File: config.mk
export PLATFORM = sky130hd
export DESIGN_NAME = ebwic_ctrl
export DESIGN_NICKNAME = d
export VERILOG_FILES = /design/src/ebwic_pkg.sv /design/src/ebwic_ctrl.sv
export SDC_FILE = /design/constraint.sdc
export NUM_CORES = 1
export LEC_CHECK = 0
export ABC_AREA = 1
export BUFFER_PORTS_ARGS = -buffer_cell sky130_fd_sc_hd__buf_2
export CAP_MARGIN = 20
export CORE_UTILIZATION = 57
export DETAILED_ROUTE_END_ITERATION = 10
export PLACE_DENSITY_LB_ADDON = 0.3
export SYNTH_ARGS = -nofsm -noshare
export SYNTH_HDL_FRONTEND = slang
export SYNTH_SLANG_ARGS = --single-unit
File: constraint.sdc
create_clock -name mclk_i -period 4.2 [get_ports mclk_i]
set_input_delay 0.42 -clock mclk_i [delete_from_list [all_inputs] [get_ports mclk_i]]
set_output_delay 0.42 -clock mclk_i [all_outputs]
set_load 0.05 [all_outputs]
File: src/ebwic_pkg.sv
/*
  Shared constants and carriers for the external bus wait and idle controller.
  Assumes a single 125 MHz system clock; register block sits on a plain strobe port.
*/
`default_nettype none
package ebwic_pkg;
    localparam int AREAS = 8;
    localparam logic [3:0] OFS_WIDTH    = 4'h0;
    localparam logic [3:0] OFS_THREE    = 4'h1;
    localparam logic [3:0] OFS_WAIT_LO  = 4'h2;
    localparam logic [3:0] OFS_WAIT_HI  = 4'h3;
    localparam logic [3:0] OFS_CTRL     = 4'h4;
    localparam logic [3:0] OFS_STATUS   = 4'h5;
    localparam int CTRL_RDN      = 0;
    localparam int CTRL_STRETCH  = 1;
    localparam int CTRL_IDLE_WR  = 2;
    localparam int CTRL_COND_LO  = 3;
    localparam int CTRL_COND_HI  = 4;
    localparam int CTRL_IDLE_LEN = 5;
    localparam int CTRL_BURST_EN = 6;
    localparam logic [7:0]  RST_WIDTH = 8'h00;
    localparam logic [7:0]  RST_THREE = 8'hFF;
    localparam logic [15:0] RST_WAIT_LO = 16'hFFFF;
    localparam logic [7:0]  RST_WAIT_HI = 8'hFF;
    localparam logic [7:0]  RST_CTRL  = 8'h00;

    typedef struct packed {
        logic        valid;
        logic        write;
        logic [2:0]  area;
        logic        dram;
        logic        burst;
        logic [23:0] addr;
        logic [15:0] wdata;
    } ebwic_req_s;

    typedef struct packed {
        logic        cs_n;
        logic        as_n;
        logic        rd_n;
        logic        upper_write_strobe_n;
        logic        lower_write_strobe_n;
        logic [23:0] addr;
        logic [15:0] dout;
        logic        dout_en;
    } ebwic_pins_s;
endpackage : ebwic_pkg
`default_nettype wire

File: src/ebwic_ctrl.sv
/*
  External basic bus controller: per-area width, 2/3-state cycles, wait states,
  read negation point, select stretch states and idle insertion after DRAM accesses.
  Assumes the requester holds req_i until done_o; data input pins come from outside.
  One state equals two mclk cycles so that a half state can be expressed.
*/
// The address map and the plain strobed port are this design's own decisions.
//
// Contract
// - Per area: width bit set gives 8-bit bus, three-state bit set gives 3-state cycles.
// - Read strobe releases at cycle end or one half-state earlier, per read negation control.
// - Stretch control adds states with only select, address strobe and address asserted.
// - Idle enable after DRAM write inserts idle before a following normal-space read.
// - That idle length follows only the idle-length bit, not the burst-read enable.
// - Idle after continuous synchronous DRAM reads only when burst-read idle enable is 1.
// - Burst-read idle conditions from two select bits, length from idle-length bit.
`timescale 1ns/1ns
`default_nettype none
module ebwic_ctrl (
    input  wire logic                 mclk_i,
    input  wire logic                 rst_n_i,
    input  wire logic [3:0]           reg_addr_i,
    input  wire logic [15:0]          reg_wdata_i,
    input  wire logic                 reg_wr_i,
    input  wire logic                 reg_rd_i,
    output logic [15:0]               reg_rdata_o,
    input  wire ebwic_pkg::ebwic_req_s req_i,
    output logic                      done_o,
    output logic [15:0]               rdata_o,
    input  wire logic [15:0]          data_pin_i,
    output ebwic_pkg::ebwic_pins_s    pins_o
);
    typedef enum logic [5:0] {
        ST_IDLE = 6'b00_0001,
        ST_GAP  = 6'b00_0010,
        ST_PRE  = 6'b00_0100,
        ST_ACC  = 6'b00_1000,
        ST_POST = 6'b01_0000,
        ST_DONE = 6'b10_0000
    } ebwic_st_e;

    logic [7:0]  width_sel;
    logic [7:0]  three_sel;
    logic [15:0] wait_lo;
    logic [7:0]  wait_hi;
    logic [7:0]  ctrl;
    ebwic_st_e   st;
    logic [4:0]  cnt;
    logic [4:0]  acc_len;
    logic        last_dram_wr;
    logic        last_burst_rd;
    logic [15:0] sync_a;
    logic [15:0] sync_b;
    logic [2:0]  wait_n;
    logic        need_idle;
    logic        area8;
    logic        area3;
    logic        req_new;
    logic        wr_phase;

    localparam int CTRL_IDLE_WR_L = ebwic_pkg::CTRL_IDLE_WR;
    localparam int CTRL_BURST_L   = ebwic_pkg::CTRL_BURST_EN;
    localparam int CTRL_COND_HI_L = ebwic_pkg::CTRL_COND_HI;
    localparam int CTRL_COND_LO_L = ebwic_pkg::CTRL_COND_LO;

    assign area8  = width_sel[req_i.area];
    assign area3  = three_sel[req_i.area];
    assign wait_n = {wait_hi[req_i.area], wait_lo[2*req_i.area+1], wait_lo[2*req_i.area]};
    // Each state is two mclk cycles; 2-state cycles ignore the wait field.
    assign acc_len = area3 ? 5'(6 + 2 * wait_n) : 5'd4;
    // The write strobe lifts one mclk before the access ends so data hold is met at the device.
    assign wr_phase = (st == ST_ACC) && req_i.write && (cnt != acc_len - 5'd1);
    // A new request is taken only once the done pulse has gone, because the requester
    // can drop valid no earlier than the edge that follows done_o.
    assign req_new = req_i.valid && !done_o;

    // The burst-read idle uses the two condition bits: lo demands a following read,
    // hi allows any normal access; either set with enable on inserts idle.
    always_comb begin
        need_idle = 1'b0;
        if (!req_i.dram && ctrl[CTRL_IDLE_WR_L] && last_dram_wr && !req_i.write) begin
            need_idle = 1'b1;
        end else if (!req_i.dram && ctrl[CTRL_BURST_L] && last_burst_rd) begin
            need_idle = ctrl[CTRL_COND_HI_L] || (ctrl[CTRL_COND_LO_L] && !req_i.write);
        end
    end

    always_ff @(posedge mclk_i or negedge rst_n_i) begin
        if (!rst_n_i) begin
            width_sel <= ebwic_pkg::RST_WIDTH;
            three_sel <= ebwic_pkg::RST_THREE;
            wait_lo   <= ebwic_pkg::RST_WAIT_LO;
            wait_hi   <= ebwic_pkg::RST_WAIT_HI;
            ctrl      <= ebwic_pkg::RST_CTRL;
        end else if (reg_wr_i) begin
            if (reg_addr_i == ebwic_pkg::OFS_WIDTH) begin
                width_sel <= reg_wdata_i[7:0];
            end else if (reg_addr_i == ebwic_pkg::OFS_THREE) begin
                three_sel <= reg_wdata_i[7:0];
            end else if (reg_addr_i == ebwic_pkg::OFS_WAIT_LO) begin
                wait_lo <= reg_wdata_i;
            end else if (reg_addr_i == ebwic_pkg::OFS_WAIT_HI) begin
                wait_hi <= reg_wdata_i[7:0];
            end else if (reg_addr_i == ebwic_pkg::OFS_CTRL) begin
                ctrl <= reg_wdata_i[7:0];
            end
        end
    end

    always_ff @(posedge mclk_i or negedge rst_n_i) begin
        if (!rst_n_i) begin
            reg_rdata_o <= 16'h0000;
        end else if (reg_rd_i) begin
            if (reg_addr_i == ebwic_pkg::OFS_WIDTH) begin
                reg_rdata_o <= {8'h00, width_sel};
            end else if (reg_addr_i == ebwic_pkg::OFS_THREE) begin
                reg_rdata_o <= {8'h00, three_sel};
            end else if (reg_addr_i == ebwic_pkg::OFS_WAIT_LO) begin
                reg_rdata_o <= wait_lo;
            end else if (reg_addr_i == ebwic_pkg::OFS_WAIT_HI) begin
                reg_rdata_o <= {8'h00, wait_hi};
            end else if (reg_addr_i == ebwic_pkg::OFS_CTRL) begin
                reg_rdata_o <= {8'h00, ctrl};
            end else if (reg_addr_i == ebwic_pkg::OFS_STATUS) begin
                reg_rdata_o <= {8'h00, 2'b00, st};
            end else begin
                reg_rdata_o <= 16'h0000;
            end
        end else begin
            reg_rdata_o <= 16'h0000;
        end
    end

    // Data pins come from the outside world and pass two flops before use.
    always_ff @(posedge mclk_i or negedge rst_n_i) begin
        if (!rst_n_i) begin
            sync_a <= 16'h0000;
            sync_b <= 16'h0000;
        end else begin
            sync_a <= data_pin_i;
            sync_b <= sync_a;
        end
    end

    always_ff @(posedge mclk_i or negedge rst_n_i) begin
        if (!rst_n_i) begin
            st  <= ST_IDLE;
            cnt <= 5'd0;
        end else begin
            case (st)
                ST_IDLE: begin
                    cnt <= 5'd0;
                    if (req_new && !req_i.dram) begin
                        if (need_idle) begin
                            st <= ST_GAP;
                        end else if (ctrl[ebwic_pkg::CTRL_STRETCH]) begin
                            st <= ST_PRE;
                        end else begin
                            st <= ST_ACC;
                        end
                    end else if (req_new) begin
                        st <= ST_DONE;
                    end
                end
                ST_GAP: begin
                    // Idle length: one state, or two with the length bit set.
                    if (cnt == (ctrl[ebwic_pkg::CTRL_IDLE_LEN] ? 5'd3 : 5'd1)) begin
                        cnt <= 5'd0;
                        st  <= ctrl[ebwic_pkg::CTRL_STRETCH] ? ST_PRE : ST_ACC;
                    end else begin
                        cnt <= cnt + 5'd1;
                    end
                end
                ST_PRE: begin
                    if (cnt == 5'd1) begin
                        cnt <= 5'd0;
                        st  <= ST_ACC;
                    end else begin
                        cnt <= cnt + 5'd1;
                    end
                end
                ST_ACC: begin
                    if (cnt == acc_len - 5'd1) begin
                        cnt <= 5'd0;
                        st  <= ctrl[ebwic_pkg::CTRL_STRETCH] ? ST_POST : ST_DONE;
                    end else begin
                        cnt <= cnt + 5'd1;
                    end
                end
                ST_POST: begin
                    if (cnt == 5'd1) begin
                        cnt <= 5'd0;
                        st  <= ST_DONE;
                    end else begin
                        cnt <= cnt + 5'd1;
                    end
                end
                ST_DONE: begin
                    st <= ST_IDLE;
                end
                default: begin
                    st <= ST_IDLE;
                end
            endcase
        end
    end

    // History of the previous access decides idle insertion for the next.
    always_ff @(posedge mclk_i or negedge rst_n_i) begin
        if (!rst_n_i) begin
            last_dram_wr  <= 1'b0;
            last_burst_rd <= 1'b0;
        end else if (st == ST_DONE) begin
            last_dram_wr  <= req_i.dram && req_i.write;
            last_burst_rd <= req_i.dram && req_i.burst && !req_i.write;
        end
    end

    always_ff @(posedge mclk_i or negedge rst_n_i) begin
        if (!rst_n_i) begin
            done_o <= 1'b0;
        end else begin
            done_o <= (st == ST_DONE);
        end
    end

    always_ff @(posedge mclk_i or negedge rst_n_i) begin
        if (!rst_n_i) begin
            rdata_o <= 16'h0000;
        end else if (st == ST_ACC && !req_i.write && cnt == acc_len - 5'd1) begin
            // Sampling at the last access cycle relies on the device holding data by then.
            rdata_o <= area8 ? {8'h00, sync_b[15:8]} : sync_b;
        end
    end

    always_ff @(posedge mclk_i or negedge rst_n_i) begin
        if (!rst_n_i) begin
            pins_o <= '{cs_n: 1'b1, as_n: 1'b1, rd_n: 1'b1, upper_write_strobe_n: 1'b1,
                        lower_write_strobe_n: 1'b1, addr: 24'h00_0000, dout: 16'h0000, dout_en: 1'b0};
        end else begin
            pins_o.addr   <= req_i.addr;
            pins_o.cs_n   <= !(st == ST_PRE || st == ST_ACC || st == ST_POST);
            pins_o.as_n   <= !(st == ST_PRE || st == ST_ACC || st == ST_POST);
            // Strobes only inside the access; stretch states keep them high.
            if (st == ST_ACC && !req_i.write) begin
                // Early negation lifts the strobe a half state, which is one mclk, before the end.
                pins_o.rd_n <= ctrl[ebwic_pkg::CTRL_RDN] && (cnt == acc_len - 5'd1);
            end else begin
                pins_o.rd_n <= 1'b1;
            end
            pins_o.upper_write_strobe_n <= !wr_phase;
            pins_o.lower_write_strobe_n <= !(wr_phase && !area8);
            pins_o.dout    <= req_i.wdata;
            pins_o.dout_en <= (st == ST_ACC) && req_i.write;
        end
    end
endmodule : ebwic_ctrl
`default_nettype wire

==> flow_metrics.py, run 1 <==
metrics = {
    "cts": {
        "cts_root_buf": "clkbuf_16",
        "cts_tree": "built",
        "htreeDepth": 4,
        "cts_setup_buffers": 0,
        "clk_pin_slew_ns": 0.07,
        "insertion_delay_ns": 0.43,
        "hold_buffers": 0,
        "cts_resized": 0,
        "clkSinkCount": 171,
        "cts_buffer_depth": 2,
        "cts_buffers": 17,
    },
    "status": {
        "outcome": "finished with violations",
        "violations": "DRC",
    },
    "layout": {
        "antenna_cells": 0,
        "regArea_mm2": 0.00433,
        "final_core_util_pct": 72.6,
        "fillers": 842,
        "stdcell_count": 1019,
        "final_common_cell": "nand2_1",
        "drive_gt1_share_pct": 30.7,
        "multi_input_area_mm2": 0.00211,
        "final_cell_mix": "nand2_1 (168), buf_2 (164), dfrtp_1 (134)",
        "nets": 954,
        "postLayoutCellArea_mm2": 0.00843,
        "area_growth_syn_to_layout_pct": 22.2,
    },
    "synthesis": {
        "ys_warn_count": 0,
        "syn_area_mm2": 0.00690,
        "synthSimpleGateAreaFrac_pct": 18.1,
        "ys_seq_area_share_pct": 62.7,
        "synth_top_family_by_area": "simple AND/OR/NAND/NOR gates",
        "synth.distinct_cells": 40,
        "syn_inst": 695,
        "synth-seq-cells": 171,
        "synthAdderAreaFrac_pct": 0.726,
        "synth_xor_area_share_pct": 0.635,
        "syn_nets": 786,
        "synth_edf_count": 0,
        "async_flop_share_pct": 100,
        "synth_compound_area_share_pct": 10.0,
        "synth.area.mux_share_pct": 1.16,
        "synth.avg_cell_area_um2": 9.92,
        "ys.flop_type": "dfrtp_1",
    },
    "setup_path": {
        "crit_path_max_fanout": 32,
        "arrival_ns": 3.30,
        "critPathLaunchType": "input port",
        "cp-end-kind": "flip-flop",
        "worstRegToRegCells": 17,
        "worst-setup-path-type": "input port to flip-flop",
        "required_ns": 4.51,
    },
    "power": {
        "p_per_area_mw_per_mm2": 521,
        "p_total_mw": 4.39,
        "ir_drop_mv": 0.402,
        "p_leak_nw": 4.32,
    },
    "placed_design": {
        "place_congestion": 0.899,
        "preCtsSetupSlack_ns": 0.779,
        "dp.cells": 987,
        "io_buffers": 165,
        "postPlaceCellArea_mm2": 0.00781,
        "dp_hpwl_um": 12300,
    },
    "sta": {
        "fin_setup_tns_ns": 0,
        "rsz0062_at_grt": "false",
        "finalSetupViolCount": 0,
        "slew_headroom_pct": 33.3,
        "hold_viol": 0,
        "timing.hold.ws_ns": 0.0657,
        "tightest_slew_ns": 0.998,
        "max_freq_mhz": 334,
        "fin_skew_ns": 0.00798,
        "layout_min_cycle_time_ns": 3.00,
        "min_period_over_period_pct": 71.4,
        "setup_slack_ns": 1.20,
        "maxSlewViolCount": 0,
    },
    "die": {
        "ios": 166,
        "start_util_pct": 59.4,
        "die_x_um": 112,
        "rows": 39,
        "dieArea_mm2": 0.0125,
        "core-area_mm2": 0.0116,
        "die_h_um": 112,
    },
    "global_routing": {
        "gr-total-overflow": 0,
        "antenna_found_initial": 0,
        "grt_max_degree": 103,
        "grt_pass1_vias": 5619,
        "grt_pass1_wl_um": 27700,
        "grt_use_total_pct": 29.4,
    },
    "flow_run": {
        "cap_viol_max_count": 0,
    },
    "route": {
        "routed_wirelength_um": 17000,
        "drtPass1Iterations": 9,
        "final_antenna_net_count": 0,
        "routed_via_density": 5.35,
        "vias": 5456,
        "drc_errors": 6,
        "wl_per_cell_um": 16.7,
        "first_iter_violations": 413,
    },
    "min_path": {
        "min_path_type": "input port to asynchronous set/reset pin",
    },
}
## worst max-delay path: stages
cell     delay (ns)
buf_2          0.34
inv_2          0.24
nand2_1        0.13
nand3_1        0.08
nand3_1        0.09
nand2_2        0.10
ha_1           0.31
nand2_2        0.08
inv_1          0.04
ha_1           0.28
nand2_1        0.07
nand2_1        0.05
nor2_1         0.11
nand3_2        0.10
a21oi_4        0.17
nand3_4        0.38
nand2_1        0.22
o21ai_2        0.07
## final timing paths
| check | from | endpoint | slack [ns] |
|---|---|---|---|
| hold reg to reg | sync_a[2] | sync_b[2] | 0.35 |
| setup / recovery | req_i[42] | rdata_o[2] | 1.20 |
| hold / removal | rst_n_i | reg_rdata_o[13] | 0.07 |
| min in group mclk_i | data_pin_i[7] | sync_a[7] | 0.09 |
| max in group asynchronous | rst_n_i | pins_o[42] | 3.05 |
| setup reg to reg | wait_lo[2] | rdata_o[2] | 1.23 |
## final cells by class
type / instances / area share [%]
clock buffers: 21 / 5.46
clock inverters: 11 / 1.81
inverters: 90 / 4.01
multi-input cells: 414 / 25.0
flip-flops and latches: 171 / 51.3
well taps: 143 / 2.12
repair buffers: 169 / 10.2
## where the power goes
group,internal [mW],switching (mW),total (mW)
combinational,0.229,0.555,0.784
sequential,1.87,0.124,2.00
clock,0.932,0.677,1.61
## kinds of logic (layout without fill, tap and decap cells)
group	after synthesis	in the layout
simple gates	289	289
flops	171	171
buf+inv	110	291
compound gates	108	108
mux	8	8
xor+xnor	5	5
fa+ha+maj	4	4
## Yosys cell counts, drive strengths merged (4+ instances only)
cell / count / area, um^2
nand4: 11 / 68.8
xor2: 4 / 35.0
dfrtp: 134 / 3350
a21oi: 18 / 101
ha: 4 / 50.1
nor2: 47 / 176
nor4: 5 / 52.6
mux2i: 8 / 80.1
o21ai: 69 / 417
buf: 12 / 92.6
inv: 89 / 334
o221ai: 10 / 87.6
nand3: 48 / 258
clkbuf: 8 / 30.0
nand2: 175 / 674
dfstp: 37 / 972
## metal layers
metal | global-route usage [%] | wire, um | up-vias
li1 | - | - | 2572
met1 | 35.0 | 6730 | 2600
met2 | 49.4 | 8530 | 242
met3 | 8.06 | 1190 | 42
met4 | 14.4 | 551 | 0
met5 | 0 | 0 | -
## flip-flops by register name, indices dropped and copies added (netlist names), 5 cells and up
signal and cells:
ctrl 8, wait_hi 8, pins_o 45, width_sel 8
sync_b 16, cnt 5, rdata_o 16, sync_a 16
wait_lo 16, three_sel 8, reg_rdata_o 16, st 6
Note: power is estimated with default switching activity, not from simulation.
==> run 2, diff against run 1 <==
--- a/config.mk
+++ b/config.mk
@@ -8,7 +8,7 @@
 export ABC_AREA = 1
 export BUFFER_PORTS_ARGS = -buffer_cell sky130_fd_sc_hd__buf_2
 export CAP_MARGIN = 20
-export CORE_UTILIZATION = 57
+export CORE_UTILIZATION = 48
 export DETAILED_ROUTE_END_ITERATION = 10
 export PLACE_DENSITY_LB_ADDON = 0.3
 export SYNTH_ARGS = -nofsm -noshare
==> constraint.sdc (replaced) <==
create_clock -name mclk_i -period 2.6 [get_ports mclk_i]
set_input_delay 0.26 -clock mclk_i [delete_from_list [all_inputs] [get_ports mclk_i]]
set_output_delay 0.26 -clock mclk_i [all_outputs]
set_load 0.05 [all_outputs]
==> run 2 against run 1 <==
  * The flow now finishes without violations
  * Critical path type is now flip-flop to flip-flop
  * Largest power group unchanged
  * Die area is 18% higher
  * Setup slack got worse by 1.2 ns
  * Clock-buffer cell count down 2
  * Clock power increased by 48%
==> flow_metrics.py, run 2 (synthesis gave the netlist of run 1 again) <==
metrics = {
    "route": {
        "routed_via_density": 5.06,
        "drtPass1Iterations": 5,
        "routed_wirelength_um": 17400,
        "vias": 5726,
        "final_antenna_net_count": 0,
        "first_iter_violations": 356,
        "drc_errors": 0,
        "wl_per_cell_um": 15.4,
    },
    "layout": {
        "final_common_cell": "buf_2",
        "nets": 1030,
        "antenna_cells": 0,
        "area_growth_syn_to_layout_pct": 37.1,
        "drive_gt1_share_pct": 36.2,
        "top_register": "pins_o",
        "regArea_mm2": 0.00433,
        "final_cell_mix": "buf_2 (164), nand2_1 (141), dfrtp_1 (134)",
        "largest_reg_flops": 45,
        "multi_input_area_mm2": 0.00234,
        "fillers": 1080,
        "stdcell_count": 1132,
    },
    "power": {
        "p_total_mw": 7.06,
        "p_per_area_mw_per_mm2": 747,
        "ir_drop_mv": 0.566,
        "p_leak_nw": 4.68,
    },
    "cts": {
        "clk_pin_slew_ns": 0.07,
        "insertion_delay_ns": 0.43,
        "cts_buffers": 17,
        "clkSinkCount": 171,
        "cts_tree": "built",
        "htreeDepth": 4,
        "cts_buffer_depth": 2,
        "cts_root_buf": "clkbuf_16",
    },
    "status": {
        "outcome": "complete, no violations",
    },
    "setup_path": {
        "critPathLaunchType": "flip-flop",
        "cp-end-kind": "flip-flop",
        "crit_path_max_fanout": 8,
        "arrival_ns": 2.88,
        "required_ns": 2.92,
        "worst-setup-path-type": "flip-flop to flip-flop",
    },
    "die": {
        "core-area_mm2": 0.0139,
        "ios": 166,
        "rows": 43,
        "die_x_um": 122,
        "start_util_pct": 49.5,
        "die_h_um": 122,
        "dieArea_mm2": 0.0148,
    },
    "sta": {
        "finalSetupViolCount": 0,
        "max_freq_mhz": 390,
        "slew_headroom_pct": 51.1,
        "hold_viol": 0,
        "rsz0062_at_grt": "true",
        "fin_skew_ns": 0.0110,
        "tightest_slew_ns": 0.726,
        "min_period_over_period_pct": 98.5,
        "layout_min_cycle_time_ns": 2.56,
        "maxSlewViolCount": 0,
    },
    "placed_design": {
        "dp.cells": 1038,
        "dp_hpwl_um": 11500,
        "io_buffers": 165,
        "place_congestion": 0.943,
    },
    "global_routing": {
        "grtUsageMet3_pct": 8.38,
        "busiest_layer": "met2",
        "grt_max_degree": 71,
        "grt_use_total_pct": 25.2,
        "grt_pass1_wl_um": 28000,
        "antenna_found_initial": 1,
        "gr-total-overflow": 0,
        "grt_util_met1_pct": 30.3,
        "gr-usage-met2_pct": 42.0,
        "grt_pass1_vias": 5891,
    },
    "min_path": {
        "min_path_type": "input port to flip-flop",
    },
    "flow_run": {
        "cap_viol_max_count": 0,
    },
}
-- run 2: critical path, cell delays in order, from the launching register on --
cell and delay, ns:
dfstp_2 0.55, inv_2 0.05, nand2_1 0.05, nand3_1 0.08, nand3_2 0.07, nand2_2 0.08, ha_4 0.25, nand2_4 0.08
inv_4 0.04, ha_4 0.23, nand2_1 0.07, nand2_1 0.06, nor2_2 0.12, nand3_2 0.08, a21oi_4 0.16, nand3_4 0.17
buf_12 0.21, nand2_2 0.06, o21ai_2 0.05
-- run 2: per-layer routing --
metal  wire length (um)  vias to the layer above
met5                  0                        -
met1               7150                     2772
met4                315                        0
met3               1170                       27
li1                   -                     2740
met2               8810                      187
-- run 2: area by class of cell --
| class | instances | area share [%] |
|---|---|---|
| tap | 180 | 2.38 |
| sequential | 171 | 45.7 |
| inverter | 90 | 3.60 |
| clock buffer | 19 | 4.58 |
| clock inverter | 13 | 1.43 |
| timing repair buffer | 245 | 17.5 |
| multi-input combinational | 414 | 24.8 |
-- run 2: per-stage QoR --
step | setup slack (ns) | area (um^2) | utilization (%) | TNS, ns | hold slack (ns)
after floorplan | 0.124 | 6900 | - | 0 | -0.0356
after global placement | 0.00712 | 8000 | 57.4 | 0 | 0.300
after detailed placement | -0.0677 | 8000 | 57.4 | -0.955 | 0.300
after global routing | -0.0682 | 9460 | 67.9 | -1.01 | 0.0642
after CTS | 0.0314 | 9240 | 66.3 | 0 | 0.0549
final | 0.0387 | 9460 | 67.9 | 0 | 0.0625
-- run 2: path summary, 6_finish.rpt --
kind | endpoint | cells past startpoint | slack, ns | from
max | rdata_o[15] | 18 | 0.04 | wait_lo[5]
min | wait_lo[15] | 3 | 0.06 | reg_wdata_i[15]
max reg2reg | rdata_o[15] | 18 | 0.04 | wait_lo[5]
min reg2reg | sync_b[1] | 0 | 0.35 | sync_a[1]
max in group asynchronous | wait_hi[4] | 3 | 1.43 | rst_n_i
min in group asynchronous | reg_rdata_o[11] | 2 | 0.39 | rst_n_i
-- run 2: where the power goes --
part | internal, mW | switching [mW] | leakage, nW
clock | 1.27 | 1.13 | 0.265
sequential | 3.03 | 0.206 | 2.06
combinational | 0.487 | 0.945 | 2.35
total | 4.78 | 2.28 | 4.68
-- run 2: what timing repair did --
| action | CTS | global route |
|---|---|---|
| hold buffers | 57 | 0 |
| gates cloned | 2 | 0 |
| setup endpoints to repair | 16 | 26 |
| pin swaps | 7 | 19 |
| gates resized for setup | 7 | 70 |
| endpoints found under the hold margin | 110 | 0 |
| setup buffers | 2 | 2 |
==> run 3, diff against run 2 <==
--- a/config.mk
+++ b/config.mk
@@ -10,7 +10,8 @@
 export CAP_MARGIN = 20
 export CORE_UTILIZATION = 48
 export DETAILED_ROUTE_END_ITERATION = 10
-export PLACE_DENSITY_LB_ADDON = 0.3
+export GPL_TIMING_DRIVEN = 0
+export PLACE_DENSITY = 0.8
 export SYNTH_ARGS = -nofsm -noshare
 export SYNTH_HDL_FRONTEND = slang
 export SYNTH_SLANG_ARGS = --single-unit
==> run 3 against run 2 <==
  * The run now ends with setup timing left
  * Sequential power hardly changed
  * Cell count is 0.71% higher
  * Setup slack worse by 0.099 ns
  * Largest cell class unchanged
  * Highest routed layer unchanged
  * Total power is 0.23% lower
  * Critical path depth stayed put
  * Wire length is 4.1% higher
  * Worst hold slack worse by 0.0011 ns
  * Clock-buffer cell count is 2 lower
  * Sequential share of layout area is 0.29 points higher
  * Flip-flop and latch count stayed put
  * Cell area is 0.64% lower
  * Combinational power hardly changed
==> flow_metrics.py, run 3 (synthesis gave the netlist of run 1 again) <==
metrics = {
    "setup_path": {
        "crit_path_max_fanout": 7,
        "path_delay_family": "simple AND/OR/NAND/NOR gates",
        "worst-path-stages": 18,
        "cp_slowest_cell": "dfstp_2",
        "critPathLaunchType": "flip-flop",
        "arrival_ns": 2.96,
        "cpMostUsedCell": "nand2_2",
        "worst-path-buf-inv": 3,
        "worstPathCellList": "inv_2 -> nand2_2 -> nand3_2 -> nand3_2 -> nand2_2 -> ha_4 -> nand2_2 -> inv_2 -> ha_4 -> nand2_2 -> nand2_2 -> nor2_4 -> nand3_2 -> a21oi_4 -> nand3_4 -> buf_4 -> nand2_1 -> o21ai_2",
        "worstRegToRegCells": 18,
        "cp-end-kind": "flip-flop",
        "worst-setup-path-type": "flip-flop to flip-flop",
        "required_ns": 2.90,
        "crit_path_max_incr_delay_ns": 0.54,
    },
    "sta": {
        "fin_setup_tns_ns": -0.646,
        "setup_slack_ns": -0.0604,
        "max_freq_mhz": 376,
        "min_period_over_period_pct": 102,
        "layout_min_cycle_time_ns": 2.66,
        "rsz0062_at_grt": "true",
        "finalSetupViolCount": 17,
        "tightest_slew_ns": 0.878,
        "slew_headroom_pct": 41.0,
        "hold_viol": 0,
        "maxSlewViolCount": 0,
        "fin_skew_ns": 0.0137,
    },
    "global_routing": {
        "gr-total-overflow": 0,
        "grt_max_degree": 104,
        "grt_use_total_pct": 25.8,
        "antenna_found_initial": 0,
        "grt_pass1_wl_um": 29100,
        "grt_pass1_vias": 5991,
    },
    "power": {
        "p_leak_nw": 4.68,
        "ir_drop_mv": 0.538,
        "p_per_area_mw_per_mm2": 750,
    },
    "cts": {
        "insertion_delay_ns": 0.43,
        "clk_pin_slew_ns": 0.07,
        "cts_buffers": 17,
        "cts_tree": "built",
        "clkSinkCount": 171,
        "cts_buffer_depth": 2,
        "cts_root_buf": "clkbuf_16",
        "htreeDepth": 4,
    },
    "min_path": {
        "min_path_type": "input port to flip-flop",
        "holdPathStages": 3,
    },
    "die": {
        "start_util_pct": 49.5,
        "rows": 43,
        "die_x_um": 122,
        "ios": 166,
        "core-area_mm2": 0.0139,
        "die_h_um": 122,
        "dieArea_mm2": 0.0148,
    },
    "route": {
        "routed_via_density": 5.13,
        "routed_wirelength_um": 18200,
        "first_iter_violations": 422,
        "wl_per_cell_um": 15.9,
        "final_antenna_net_count": 0,
        "drc_errors": 0,
        "vias": 5849,
        "drtPass1Iterations": 7,
    },
    "layout": {
        "drive_gt1_share_pct": 34.9,
        "largest_reg_flops": 45,
        "final_common_cell": "buf_2",
        "antenna_cells": 0,
        "area_growth_syn_to_layout_pct": 36.3,
        "final_cell_mix": "buf_2 (168), nand2_1 (147), dfrtp_1 (134)",
        "top_register": "pins_o",
        "nets": 1038,
    },
    "placed_design": {
        "preCtsSetupSlack_ns": -0.114,
        "dp_hpwl_um": 11600,
        "io_buffers": 164,
        "place_congestion": 0.954,
    },
    "flow_run": {
        "cap_viol_max_count": 0,
    },
    "status": {
        "violations": "setup timing",
        "outcome": "finished with violations",
    },
}
-- run 3: changes by cell type in the layout (fill, tap and decap cells not counted), sizes merged --
cell    before  now
clkinv       6    5
clkbuf      19   25
inv         94   97
-- run 3: tightest hold or removal path: stages --
cell	delay (ns)
buf_2	0.10
nor2_1	0.09
a21oi_1	0.05
-- run 3: metal layers --
| layer | vias up | GRT usage [%] | wire length, um |
|---|---|---|---|
| met3 | 38 | 7.12 | 1480 |
| met5 | - | 0 | 0 |
| met1 | 2794 | 31.9 | 6980 |
| met2 | 270 | 43.2 | 9330 |
| met4 | 0 | 9.49 | 372 |
| li1 | 2747 | - | - |
-- run 3: timing repair --
action	4_1_cts	5_1_grt
resized for setup	33	27
endpoints found under the hold margin	118	0
setup buffers	6	3
gates cloned	2	0
pin swaps	13	12
hold buffers	57	0
endpoints found under the setup margin	25	25
-- run 3: worst paths after layout --
path	from	endpoint	slack, ns
setup / recovery	wait_lo[5]	rdata_o[0]	-0.06
hold / removal	reg_wdata_i[15]	wait_lo[15]	0.06
setup reg to reg	wait_lo[5]	rdata_o[0]	-0.06
hold reg to reg	sync_a[3]	sync_b[3]	0.35
max in group asynchronous	rst_n_i	pins_o[44]	1.35
min in group asynchronous	rst_n_i	pins_o[35]	0.37
-- run 3: power breakdown --
| group | total, mW | switching, mW | internal, mW |
|---|---|---|---|
| clock network | 2.37 | 1.11 | 1.26 |
| logic | 1.44 | 0.954 | 0.486 |
| registers | 3.24 | 0.207 | 3.03 |
| total | 7.05 | 2.27 | 4.77 |
-- run 3: through the flow --
step / instances / hold WS [ns] / instance area (um^2) / total power [mW] / utilization (%)
after floorplan: 695 / -0.0356 / 6900 / 4.09 / -
after global placement: 1039 / 0.333 / 7940 / 4.47 / 57.0
after detailed placement: 1040 / 0.237 / 7980 / 4.52 / 57.3
after CTS: 1137 / 0.0510 / 9270 / 7.00 / 66.5
after global routing: 1140 / 0.0698 / 9400 / 7.37 / 67.4
final: 1140 / 0.0613 / 9400 / 7.05 / 67.4
-- run 3: cell type report --
type / instances / area, um^2
buffer: 20 / 130
fill: 1017 / 4540
multi-input combinational: 414 / 2290
clock inverter: 15 / 130
clock buffer: 17 / 425
sequential: 171 / 4330
inverter: 90 / 338
tap: 180 / 225
timing repair buffer: 233 / 1540
